### src/hdl/sme_params.svh
// constants for the shift, move-file and indirect load datapath
`ifndef SME_PARAMS_SVH
`define SME_PARAMS_SVH

// register byte offsets on the wishbone slave
`define ADR_ACC 8'h00
`define ADR_STATUS 8'h04
`define ADR_PTR0 8'h08
`define ADR_PTR1 8'h0C
`define ADR_STATE 8'h10

// status field positions
`define STATUS_CARRY_BIT 0
`define STATUS_ZERO_BIT 1

// state register field positions
`define STATE_READY_BIT 3

// reset values
`define ACC_RESET 8'h00
`define PTR_RESET 16'h0000
`define CARRY_RESET 1'b0
`define ZERO_RESET 1'b0

// file addresses of the two indirect windows
`define WIN0_ADDR 7'h00
`define WIN1_ADDR 7'h01

// pointer update codes
`define CODE_PREINC 2'h0
`define CODE_PREDEC 2'h1
`define CODE_POSTINC 2'h2
`define CODE_POSTDEC 2'h3

// pointer step and cycles from accept to done
`define PTR_STEP 16'h0001
`define INST_CYCLES 3

`endif

### src/hdl/sme_pkg.sv
// types for the shift, move-file and indirect load datapath
package sme_pkg;

	typedef enum logic [2:0] {
		ST_IDLE = 3'b001,
		ST_READ = 3'b010,
		ST_EXEC = 3'b100
	} state_e;

	typedef enum logic [1:0] {
		OP_NONE = 2'h0,
		OP_SHIFT = 2'h1,
		OP_MOVE = 2'h2,
		OP_INDIRECT = 2'h3
	} op_e;

endpackage

### src/hdl/pointer_update_unit.sv
// effective address and pointer update for indirect access
`timescale 1ns/1ps
`default_nettype none
`include "sme_params.svh"

module pointer_update_unit
	import sme_pkg::*;
(
	input wire logic [15:0] ptrIn,
	input wire logic [1:0] updateCode,
	input wire logic relative,
	input wire logic [5:0] offset,
	output logic [15:0] effAddr,
	output logic [15:0] ptrOut
);

	// 16-bit sums wrap naturally
	always_comb begin
		effAddr = ptrIn;
		ptrOut = ptrIn;
		if (relative) begin
			effAddr = ptrIn + {{10{offset[5]}}, offset};
		end else begin
			case (updateCode)
				`CODE_PREINC: begin
					effAddr = ptrIn + `PTR_STEP;
					ptrOut = ptrIn + `PTR_STEP;
				end
				`CODE_PREDEC: begin
					effAddr = ptrIn - `PTR_STEP;
					ptrOut = ptrIn - `PTR_STEP;
				end
				`CODE_POSTINC: begin
					ptrOut = ptrIn + `PTR_STEP;
				end
				`CODE_POSTDEC: begin
					ptrOut = ptrIn - `PTR_STEP;
				end
				default: begin
					ptrOut = ptrIn;
				end
			endcase
		end
	end

endmodule

`default_nettype wire

### src/hdl/shift_move_indirect_exec.sv
// execution datapath for shift, move-file and indirect load
`timescale 1ns/1ps
`default_nettype none
`include "sme_params.svh"

// Summary of operation
// - the right shift puts source bits 7..1 into result bits 6..0 and source bit 0 into carry.
// - the right shift forces result bit 7 to zero and sets zero from the shifted result.
// - shift result goes to the accumulator when dest is 0, back to the file register when 1.
// - move-file copies the file register unchanged to the accumulator or back to itself.
// - move-file sets zero when the moved value is zero, so a write-back tests the register.
// - indirect load reads the byte addressed through a pointer into the accumulator.
// - update code 00 is preincrement, 01 predecrement, 10 postincrement, 11 postdecrement.
// - address is pointer+1, pointer-1, pointer, or pointer plus a signed offset of -32..31.
// - afterwards the pointer is one up or one down, and unchanged for offset addressing.
// - the indirect window has no storage; accessing it accesses the location its pointer holds.
// - pointers are 16 bits and wrap around within 0000h..FFFFh.
// - the automatic pointer update never touches carry or zero.

module shift_move_indirect_exec
	import sme_pkg::*;
(
	input wire logic clock,
	input wire logic rstn,
	input wire logic instValid,
	input wire logic [1:0] instOp,
	input wire logic instDest,
	input wire logic [6:0] instFileAddr,
	input wire logic instPtrSel,
	input wire logic [1:0] instUpdateCode,
	input wire logic instRelative,
	input wire logic [5:0] instOffset,
	output logic instReady,
	output logic instDone,
	output logic [15:0] memAddr,
	output logic memRe,
	output logic memWe,
	output logic [7:0] memWdata,
	input wire logic [7:0] memRdata,
	output logic [7:0] accOut,
	output logic carryOut,
	output logic zeroOut,
	input wire logic wb_cyc_i,
	input wire logic wb_stb_i,
	input wire logic wb_we_i,
	input wire logic [7:0] wb_adr_i,
	input wire logic [3:0] wb_sel_i,
	input wire logic [31:0] wb_dat_i,
	output logic [31:0] wb_dat_o,
	output logic wb_ack_o
);

	state_e state_ff, nxt_state;
	logic [7:0] acc_ff, nxt_acc;
	logic carry_ff, nxt_carry;
	logic zero_ff, nxt_zero;
	logic [15:0] ptr0_ff, nxt_ptr0;
	logic [15:0] ptr1_ff, nxt_ptr1;
	logic [1:0] op_ff, nxt_op;
	logic dest_ff, nxt_dest;
	logic sel_ff, nxt_sel;
	logic ptrUpd_ff, nxt_ptrUpd;
	logic [15:0] newPtr_ff, nxt_newPtr;
	logic [15:0] memAddr_ff, nxt_memAddr;
	logic memRe_ff, nxt_memRe;
	logic memWe_ff, nxt_memWe;
	logic [7:0] memWdata_ff, nxt_memWdata;
	logic ready_ff, nxt_ready;
	logic done_ff, nxt_done;
	logic wbAck_ff, nxt_wbAck;
	logic [31:0] wbDat_ff, nxt_wbDat;

	logic ptrIdx;
	logic [15:0] selPtr;
	logic [15:0] unitEff;
	logic [15:0] unitNewPtr;
	logic [7:0] shiftRes;
	logic srcLsb;
	logic accept;
	logic wbReq;

	// true for either indirect window address
	function automatic logic isWindow(input logic [6:0] f);
		isWindow = (f == `WIN0_ADDR) || (f == `WIN1_ADDR);
	endfunction

	// pointer chosen by the instruction or by the window it names
	assign ptrIdx = (instOp == OP_INDIRECT) ? instPtrSel : (instFileAddr == `WIN1_ADDR);
	assign selPtr = ptrIdx ? ptr1_ff : ptr0_ff;
	assign shiftRes = {1'b0, memRdata[7:1]};
	assign srcLsb = memRdata[0];
	assign accept = (state_ff == ST_IDLE) && ready_ff && instValid && (instOp != OP_NONE);
	// bus waits while an instruction is in flight
	assign wbReq = wb_cyc_i && wb_stb_i && !wbAck_ff && (state_ff == ST_IDLE);

	pointer_update_unit ptrUnit (
		.ptrIn(selPtr),
		.updateCode(instUpdateCode),
		.relative(instRelative),
		.offset(instOffset),
		.effAddr(unitEff),
		.ptrOut(unitNewPtr)
	);

	// bus slave next values
	always_comb begin
		nxt_wbAck = wbReq;
		nxt_wbDat = 32'h00000000;
		if (wbReq && !wb_we_i) begin
			case (wb_adr_i)
				`ADR_ACC: nxt_wbDat = {24'h000000, acc_ff};
				`ADR_STATUS: begin
					nxt_wbDat[`STATUS_CARRY_BIT] = carry_ff;
					nxt_wbDat[`STATUS_ZERO_BIT] = zero_ff;
				end
				`ADR_PTR0: nxt_wbDat = {16'h0000, ptr0_ff};
				`ADR_PTR1: nxt_wbDat = {16'h0000, ptr1_ff};
				`ADR_STATE: begin
					nxt_wbDat[2:0] = state_ff;
					nxt_wbDat[`STATE_READY_BIT] = ready_ff;
				end
				default: nxt_wbDat = 32'h00000000;
			endcase
		end
	end

	always_ff @(posedge clock) begin
		if (!rstn) begin
			wbAck_ff <= 1'b0;
			wbDat_ff <= 32'h00000000;
		end else begin
			wbAck_ff <= nxt_wbAck;
			wbDat_ff <= nxt_wbDat;
		end
	end

	// datapath and sequencer next values
	always_comb begin
		nxt_state = state_ff;
		nxt_acc = acc_ff;
		nxt_carry = carry_ff;
		nxt_zero = zero_ff;
		nxt_ptr0 = ptr0_ff;
		nxt_ptr1 = ptr1_ff;
		nxt_op = op_ff;
		nxt_dest = dest_ff;
		nxt_sel = sel_ff;
		nxt_ptrUpd = ptrUpd_ff;
		nxt_newPtr = newPtr_ff;
		nxt_memAddr = memAddr_ff;
		nxt_memRe = 1'b0;
		nxt_memWe = 1'b0;
		nxt_memWdata = memWdata_ff;
		nxt_done = 1'b0;
		if (wbReq && wb_we_i) begin
			case (wb_adr_i)
				`ADR_ACC: if (wb_sel_i[0]) nxt_acc = wb_dat_i[7:0];
				`ADR_STATUS: if (wb_sel_i[0]) begin
					nxt_carry = wb_dat_i[`STATUS_CARRY_BIT];
					nxt_zero = wb_dat_i[`STATUS_ZERO_BIT];
				end
				`ADR_PTR0: begin
					if (wb_sel_i[0]) nxt_ptr0[7:0] = wb_dat_i[7:0];
					if (wb_sel_i[1]) nxt_ptr0[15:8] = wb_dat_i[15:8];
				end
				`ADR_PTR1: begin
					if (wb_sel_i[0]) nxt_ptr1[7:0] = wb_dat_i[7:0];
					if (wb_sel_i[1]) nxt_ptr1[15:8] = wb_dat_i[15:8];
				end
				default: nxt_acc = acc_ff;
			endcase
		end
		case (state_ff)
			ST_IDLE: begin
				if (accept) begin
					nxt_state = ST_READ;
					nxt_op = instOp;
					nxt_dest = instDest;
					nxt_sel = ptrIdx;
					nxt_memRe = 1'b1;
					nxt_newPtr = unitNewPtr;
					nxt_ptrUpd = (instOp == OP_INDIRECT) && !instRelative;
					if (instOp == OP_INDIRECT) begin
						nxt_memAddr = unitEff;
					end else if (isWindow(instFileAddr)) begin
						nxt_memAddr = selPtr;
					end else begin
						nxt_memAddr = {9'h000, instFileAddr};
					end
				end
			end
			ST_READ: begin
				nxt_state = ST_EXEC;
			end
			ST_EXEC: begin
				nxt_state = ST_IDLE;
				nxt_done = 1'b1;
				case (op_ff)
					OP_SHIFT: begin
						nxt_carry = srcLsb;
						nxt_zero = (shiftRes == 8'h00);
						if (dest_ff) begin
							nxt_memWe = 1'b1;
							nxt_memWdata = shiftRes;
						end else begin
							nxt_acc = shiftRes;
						end
					end
					OP_MOVE: begin
						nxt_zero = (memRdata == 8'h00);
						if (dest_ff) begin
							nxt_memWe = 1'b1;
							nxt_memWdata = memRdata;
						end else begin
							nxt_acc = memRdata;
						end
					end
					OP_INDIRECT: begin
						nxt_acc = memRdata;
						nxt_zero = (memRdata == 8'h00);
						if (ptrUpd_ff) begin
							if (sel_ff) begin
								nxt_ptr1 = newPtr_ff;
							end else begin
								nxt_ptr0 = newPtr_ff;
							end
						end
					end
					default: nxt_acc = acc_ff;
				endcase
			end
			default: nxt_state = ST_IDLE;
		endcase
		nxt_ready = (nxt_state == ST_IDLE);
	end

	always_ff @(posedge clock) begin
		if (!rstn) begin
			state_ff <= ST_IDLE;
			acc_ff <= `ACC_RESET;
			carry_ff <= `CARRY_RESET;
			zero_ff <= `ZERO_RESET;
			ptr0_ff <= `PTR_RESET;
			ptr1_ff <= `PTR_RESET;
			op_ff <= OP_NONE;
			dest_ff <= 1'b0;
			sel_ff <= 1'b0;
			ptrUpd_ff <= 1'b0;
			newPtr_ff <= `PTR_RESET;
			memAddr_ff <= 16'h0000;
			memRe_ff <= 1'b0;
			memWe_ff <= 1'b0;
			memWdata_ff <= 8'h00;
			ready_ff <= 1'b0;
			done_ff <= 1'b0;
		end else begin
			state_ff <= nxt_state;
			acc_ff <= nxt_acc;
			carry_ff <= nxt_carry;
			zero_ff <= nxt_zero;
			ptr0_ff <= nxt_ptr0;
			ptr1_ff <= nxt_ptr1;
			op_ff <= nxt_op;
			dest_ff <= nxt_dest;
			sel_ff <= nxt_sel;
			ptrUpd_ff <= nxt_ptrUpd;
			newPtr_ff <= nxt_newPtr;
			memAddr_ff <= nxt_memAddr;
			memRe_ff <= nxt_memRe;
			memWe_ff <= nxt_memWe;
			memWdata_ff <= nxt_memWdata;
			ready_ff <= nxt_ready;
			done_ff <= nxt_done;
		end
	end

	assign instReady = ready_ff;
	assign instDone = done_ff;
	assign memAddr = memAddr_ff;
	assign memRe = memRe_ff;
	assign memWe = memWe_ff;
	assign memWdata = memWdata_ff;
	assign accOut = acc_ff;
	assign carryOut = carry_ff;
	assign zeroOut = zero_ff;
	assign wb_dat_o = wbDat_ff;
	assign wb_ack_o = wbAck_ff;

	// checks
	logic execShift;
	logic execMove;
	logic execInd;
	assign execShift = (state_ff == ST_EXEC) && (op_ff == OP_SHIFT);
	assign execMove = (state_ff == ST_EXEC) && (op_ff == OP_MOVE);
	assign execInd = (state_ff == ST_EXEC) && (op_ff == OP_INDIRECT);
endmodule

`default_nettype wire

### config.mk
export PLATFORM = sky130hd
export DESIGN_NAME = shift_move_indirect_exec
export DESIGN_NICKNAME = d
export VERILOG_FILES = /design/src/hdl/sme_pkg.sv /design/src/hdl/pointer_update_unit.sv /design/src/hdl/shift_move_indirect_exec.sv
export VERILOG_INCLUDE_DIRS = /design/src /design/src/hdl
export SDC_FILE = /design/constraint.sdc
export NUM_CORES = 1
export LEC_CHECK = 0
export BUFFER_PORTS_ARGS = -buffer_cell sky130_fd_sc_hd__buf_2
export CAP_MARGIN = 10
export CORE_ASPECT_RATIO = 1.1
export CORE_MARGIN = 2
export CORE_UTILIZATION = 55
export DETAILED_ROUTE_END_ITERATION = 12
export PLACE_DENSITY = 0.91
export SYNTH_ARGS = -nofsm -noshare
export SYNTH_HDL_FRONTEND = slang
export SYNTH_SLANG_ARGS = --single-unit
### constraint.sdc
create_clock -name clock -period 4.3 [get_ports clock]
set_input_delay 0.215 -clock clock [delete_from_list [all_inputs] [get_ports clock]]
set_output_delay 0.215 -clock clock [all_outputs]
set_load 0.01 [all_outputs]
==> flow_metrics.py <==
metrics = {
    "floorplan": {
        "ios": 149,
        "die_h_um": 123,
        "core_region_area_um2": 12500,
        "rows": 43,
        "start_util_pct": 56.1,
        "die_x_um": 112,
        "die_area_um2": 13700,
    },
    "clock_network": {
        "clkSlewWorstSetupHoldPaths_ns": 0.07,
        "cts_hold_buffers": 0,
        "cts.htree.levels": 3,
        "cts_sinks": 111,
        "cts_made_buffers": 9,
        "clk_latency_ns": 0.35,
        "cts_buffer_depth": 2,
        "cts_tree": "yes",
        "post_cts_buffers": 0,
        "cts_resized": 0,
        "cts-root-buf": "clkbuf_16",
    },
    "logic_synthesis": {
        "synth_area_leaders": "dfxtp_1, mux2i_1, nor2_1",
        "synth_simple_gate_area_share_pct": 20.3,
        "synth_top_family_by_area": "compound AO/OA/AOI/OAI gates",
        "synth_area_per_cell_um2": 7.93,
        "yosysTopAreaCellShare_pct": 31.6,
        "synth_flop_cell": "dfxtp_1",
        "netlist-cell-type-count": 71,
        "synthArstFlopShare_pct": 0,
        "synth_fa_ha_area_share_pct": 4.14,
        "synth_compound_area_share_pct": 23.7,
        "ys.warnings.count": 0,
        "netlist.top_cell.by_area": "dfxtp_1",
        "synthXorXnorAreaFrac_pct": 3.49,
        "syn_area_um2": 7040,
        "ys_ff_latch": 111,
        "netlist_instances": 887,
        "synth_edf_count": 0,
        "synth.area.mux_share_pct": 10.1,
        "synth_seq_area_share_pct": 31.6,
    },
    "critical_path": {
        "critical-path-top-delay-family": "compound AO/OA/AOI/OAI gates",
        "cp.arrival_ns": 4.06,
        "endpoint_kind": "register",
        "r2r_end": "memAddr[13]",
        "crit_slowest_cell": "or4_1",
        "critPathBufInv": 3,
        "cp_max_fo": 11,
        "crit_type": "in2reg",
        "rr_worst_depth": 10,
        "r2r_start": "ptr0_ff[1]",
        "critPathMaxStageDelay_ns": 0.63,
        "crit_chain": "buf_2, or4_1, o41a_1, buf_4, mux2i_2, inv_2, ha_1, a21oi_1, nor2b_1, a2111oi_2, o41ai_1, o41ai_1, a41oi_1, a2111oi_2",
        "crit_path_start": "instFileAddr[3]",
        "critical_path_required_ns": 4.54,
        "reg2reg_slack_ns": 1.44,
        "start_kind": "primary input",
    },
    "detailed_routing": {
        "drt-total-wl_um": 19500,
        "drt_iter0_drc": 690,
        "vias": 7047,
        "drc_errors": 0,
        "wl_per_cell_um": 17.2,
        "firstDrtPassIters": 6,
        "vias_per_cell": 6.23,
        "ant_nets": 0,
    },
    "sta": {
        "drv_slew": 0,
        "hold_viol_final": 0,
        "final.setup.tns_ns": 0,
        "rsz0062_at_grt": "no",
        "min_period_ns": 3.82,
        "fin_crit_sh_pct": 88.8,
        "clock.fmax_mhz": 262,
        "clock_skew_ns": 0.00705,
        "setup_viol_count_final": 0,
        "slew_headroom_pct": 29.5,
        "tightestPinTransition_ns": 1.05,
    },
    "placed_design": {
        "gp_congestion": 0.972,
        "dp_cells": 1117,
        "dpl.hpwl_um": 14100,
        "place_area_um2": 7640,
        "io_buffer_count": 114,
    },
    "global_route": {
        "grt_pass1_vias": 6449,
        "antenna_found_initial": 0,
        "overflow": 0,
        "grt.total_usage_pct": 27.8,
        "grt_pass1_wl_um": 31400,
        "grt_max_degree": 40,
    },
    "hold_path": {
        "hp-start": "instDest",
        "holdPathEnd": "dest_ff",
        "hold_path_depth": 3,
        "hold_class": "in2reg",
    },
    "finish": {
        "final_common_cell": "buf_2",
        "final_layout_size_suffix_gt1_share_pct": 18.5,
        "instances_no_fill": 1132,
        "antenna_cells": 0,
        "fin_area_um2": 7940,
        "area_growth_pct": 12.8,
        "nets": 1070,
        "layout_common_cells": "buf_2, nor2_1, dfxtp_1",
    },
    "power_and_ir_drop": {
        "power.density_nw_per_um2": 273,
        "vdd_drop_max_uv": 164,
        "leakagePower_nw": 3.40,
    },
    "outcome": {
        "status": "completed",
    },
    "flow_run": {
        "drv_cap": 0,
    },
}
synthesized netlist by cell type (4+ instances only):
cell type  instances
ha_1              20
o211ai_1           7
dfxtp_1          111
inv_1             21
a311oi_1          17
nor3_1            23
buf_4             16
nand3_1           30
a31oi_1           12
xnor2_1           20
nor2_1           112
inv_2             11
and3_1             9
o21bai_1           4
and2_1             5
clkbuf_1          51
nor4_1            11
nand4_1            5
and4_1             4
nand2_1           82
mux2i_1           49
or3_1              8
a211oi_1          46
a21oi_1           46
a21o_1             6
o21ai_0           38
xor2_1             8
a22oi_1           25
o21ai_1           11
nand2b_1          10
mux2_2             8
where the power goes:
group,internal [mW],leakage [nW],switching (mW)
sequential,1.04,0.897,0.0124
clock,0.468,0.142,0.380
combinational,0.0911,2.36,0.167
total,1.60,3.40,0.560
cell type report:
class,count,area [µm²]
fill,1057,4600
clock buffer,11,243
multi-input combinational,687,4410
clock inverter,4,55.1
sequential,111,2220
tap,157,196
timing repair buffer,130,691
inverter,32,120
sequential cells by signal, summed over array words and instances (netlist names):
signal,flops
ptr0_ff,16
memWe,1
state_ff,3
accOut,8
ptrUpd_ff,1
instDone,1
ptr1_ff,16
sel_ff,1
memAddr,16
memRe,1
wb_dat_o,16
instReady,1
memWdata,8
wb_ack_o,1
op_ff,2
newPtr_ff,16
carryOut,1
dest_ff,1
zeroOut,1
layer usage:
metal  GRT usage, %  vias to the layer above  wire [µm]
met4           11.8                        0        621
met2           43.7                      394       8720
met1           37.7                     3225       8300
met5              0                        -          0
li1               -                     3378          -
met3           5.04                       50       1850
worst reg2reg max path, stage by stage, from the launching register on:
cell and delay (ns):
dfxtp_1 0.33, mux2i_1 0.23, inv_1 0.12, ha_1 0.28, a21o_1 0.18, maj3_2 0.35
a2111oi_2 0.49, o41ai_1 0.19, o41ai_1 0.27, a41oi_1 0.09, a2111oi_2 0.23
worst max path at each step:
| stage | to | slack, ns | cells after the start |
|---|---|---|---|
| after detailed placement | memAddr[13] | 0.18 | 13 |
| final | memAddr[13] | 0.48 | 14 |
| after floorplan | memAddr[13] | 0.37 | 14 |
| after CTS | memAddr[13] | 0.54 | 13 |
| after global placement | memAddr[13] | 0.24 | 13 |
| after global routing | memAddr[13] | 0.24 | 14 |
through the flow:
step                      hold WS (ns)  worst slack [ns]  total power [mW]  util [%]
after floorplan                  0.351             0.368              1.25         -
after global placement           0.438             0.245              1.33      60.9
after detailed placement         0.456             0.176              1.33      60.9
after CTS                        0.114             0.540              2.16      63.3
after global routing             0.132             0.241              2.23      63.3
final                            0.115             0.483              2.16      63.3
cell families after synthesis:
kind of cell               Yosys count
buffers and inverters              104
AOI/OAI and AO/OA                  246
and+or+nand+nor                    310
adders and majority gates           23
xor gates and xnor gates            28
other                                1
DFF                                111
muxes                               64
(Power assumes the default switching activity.)
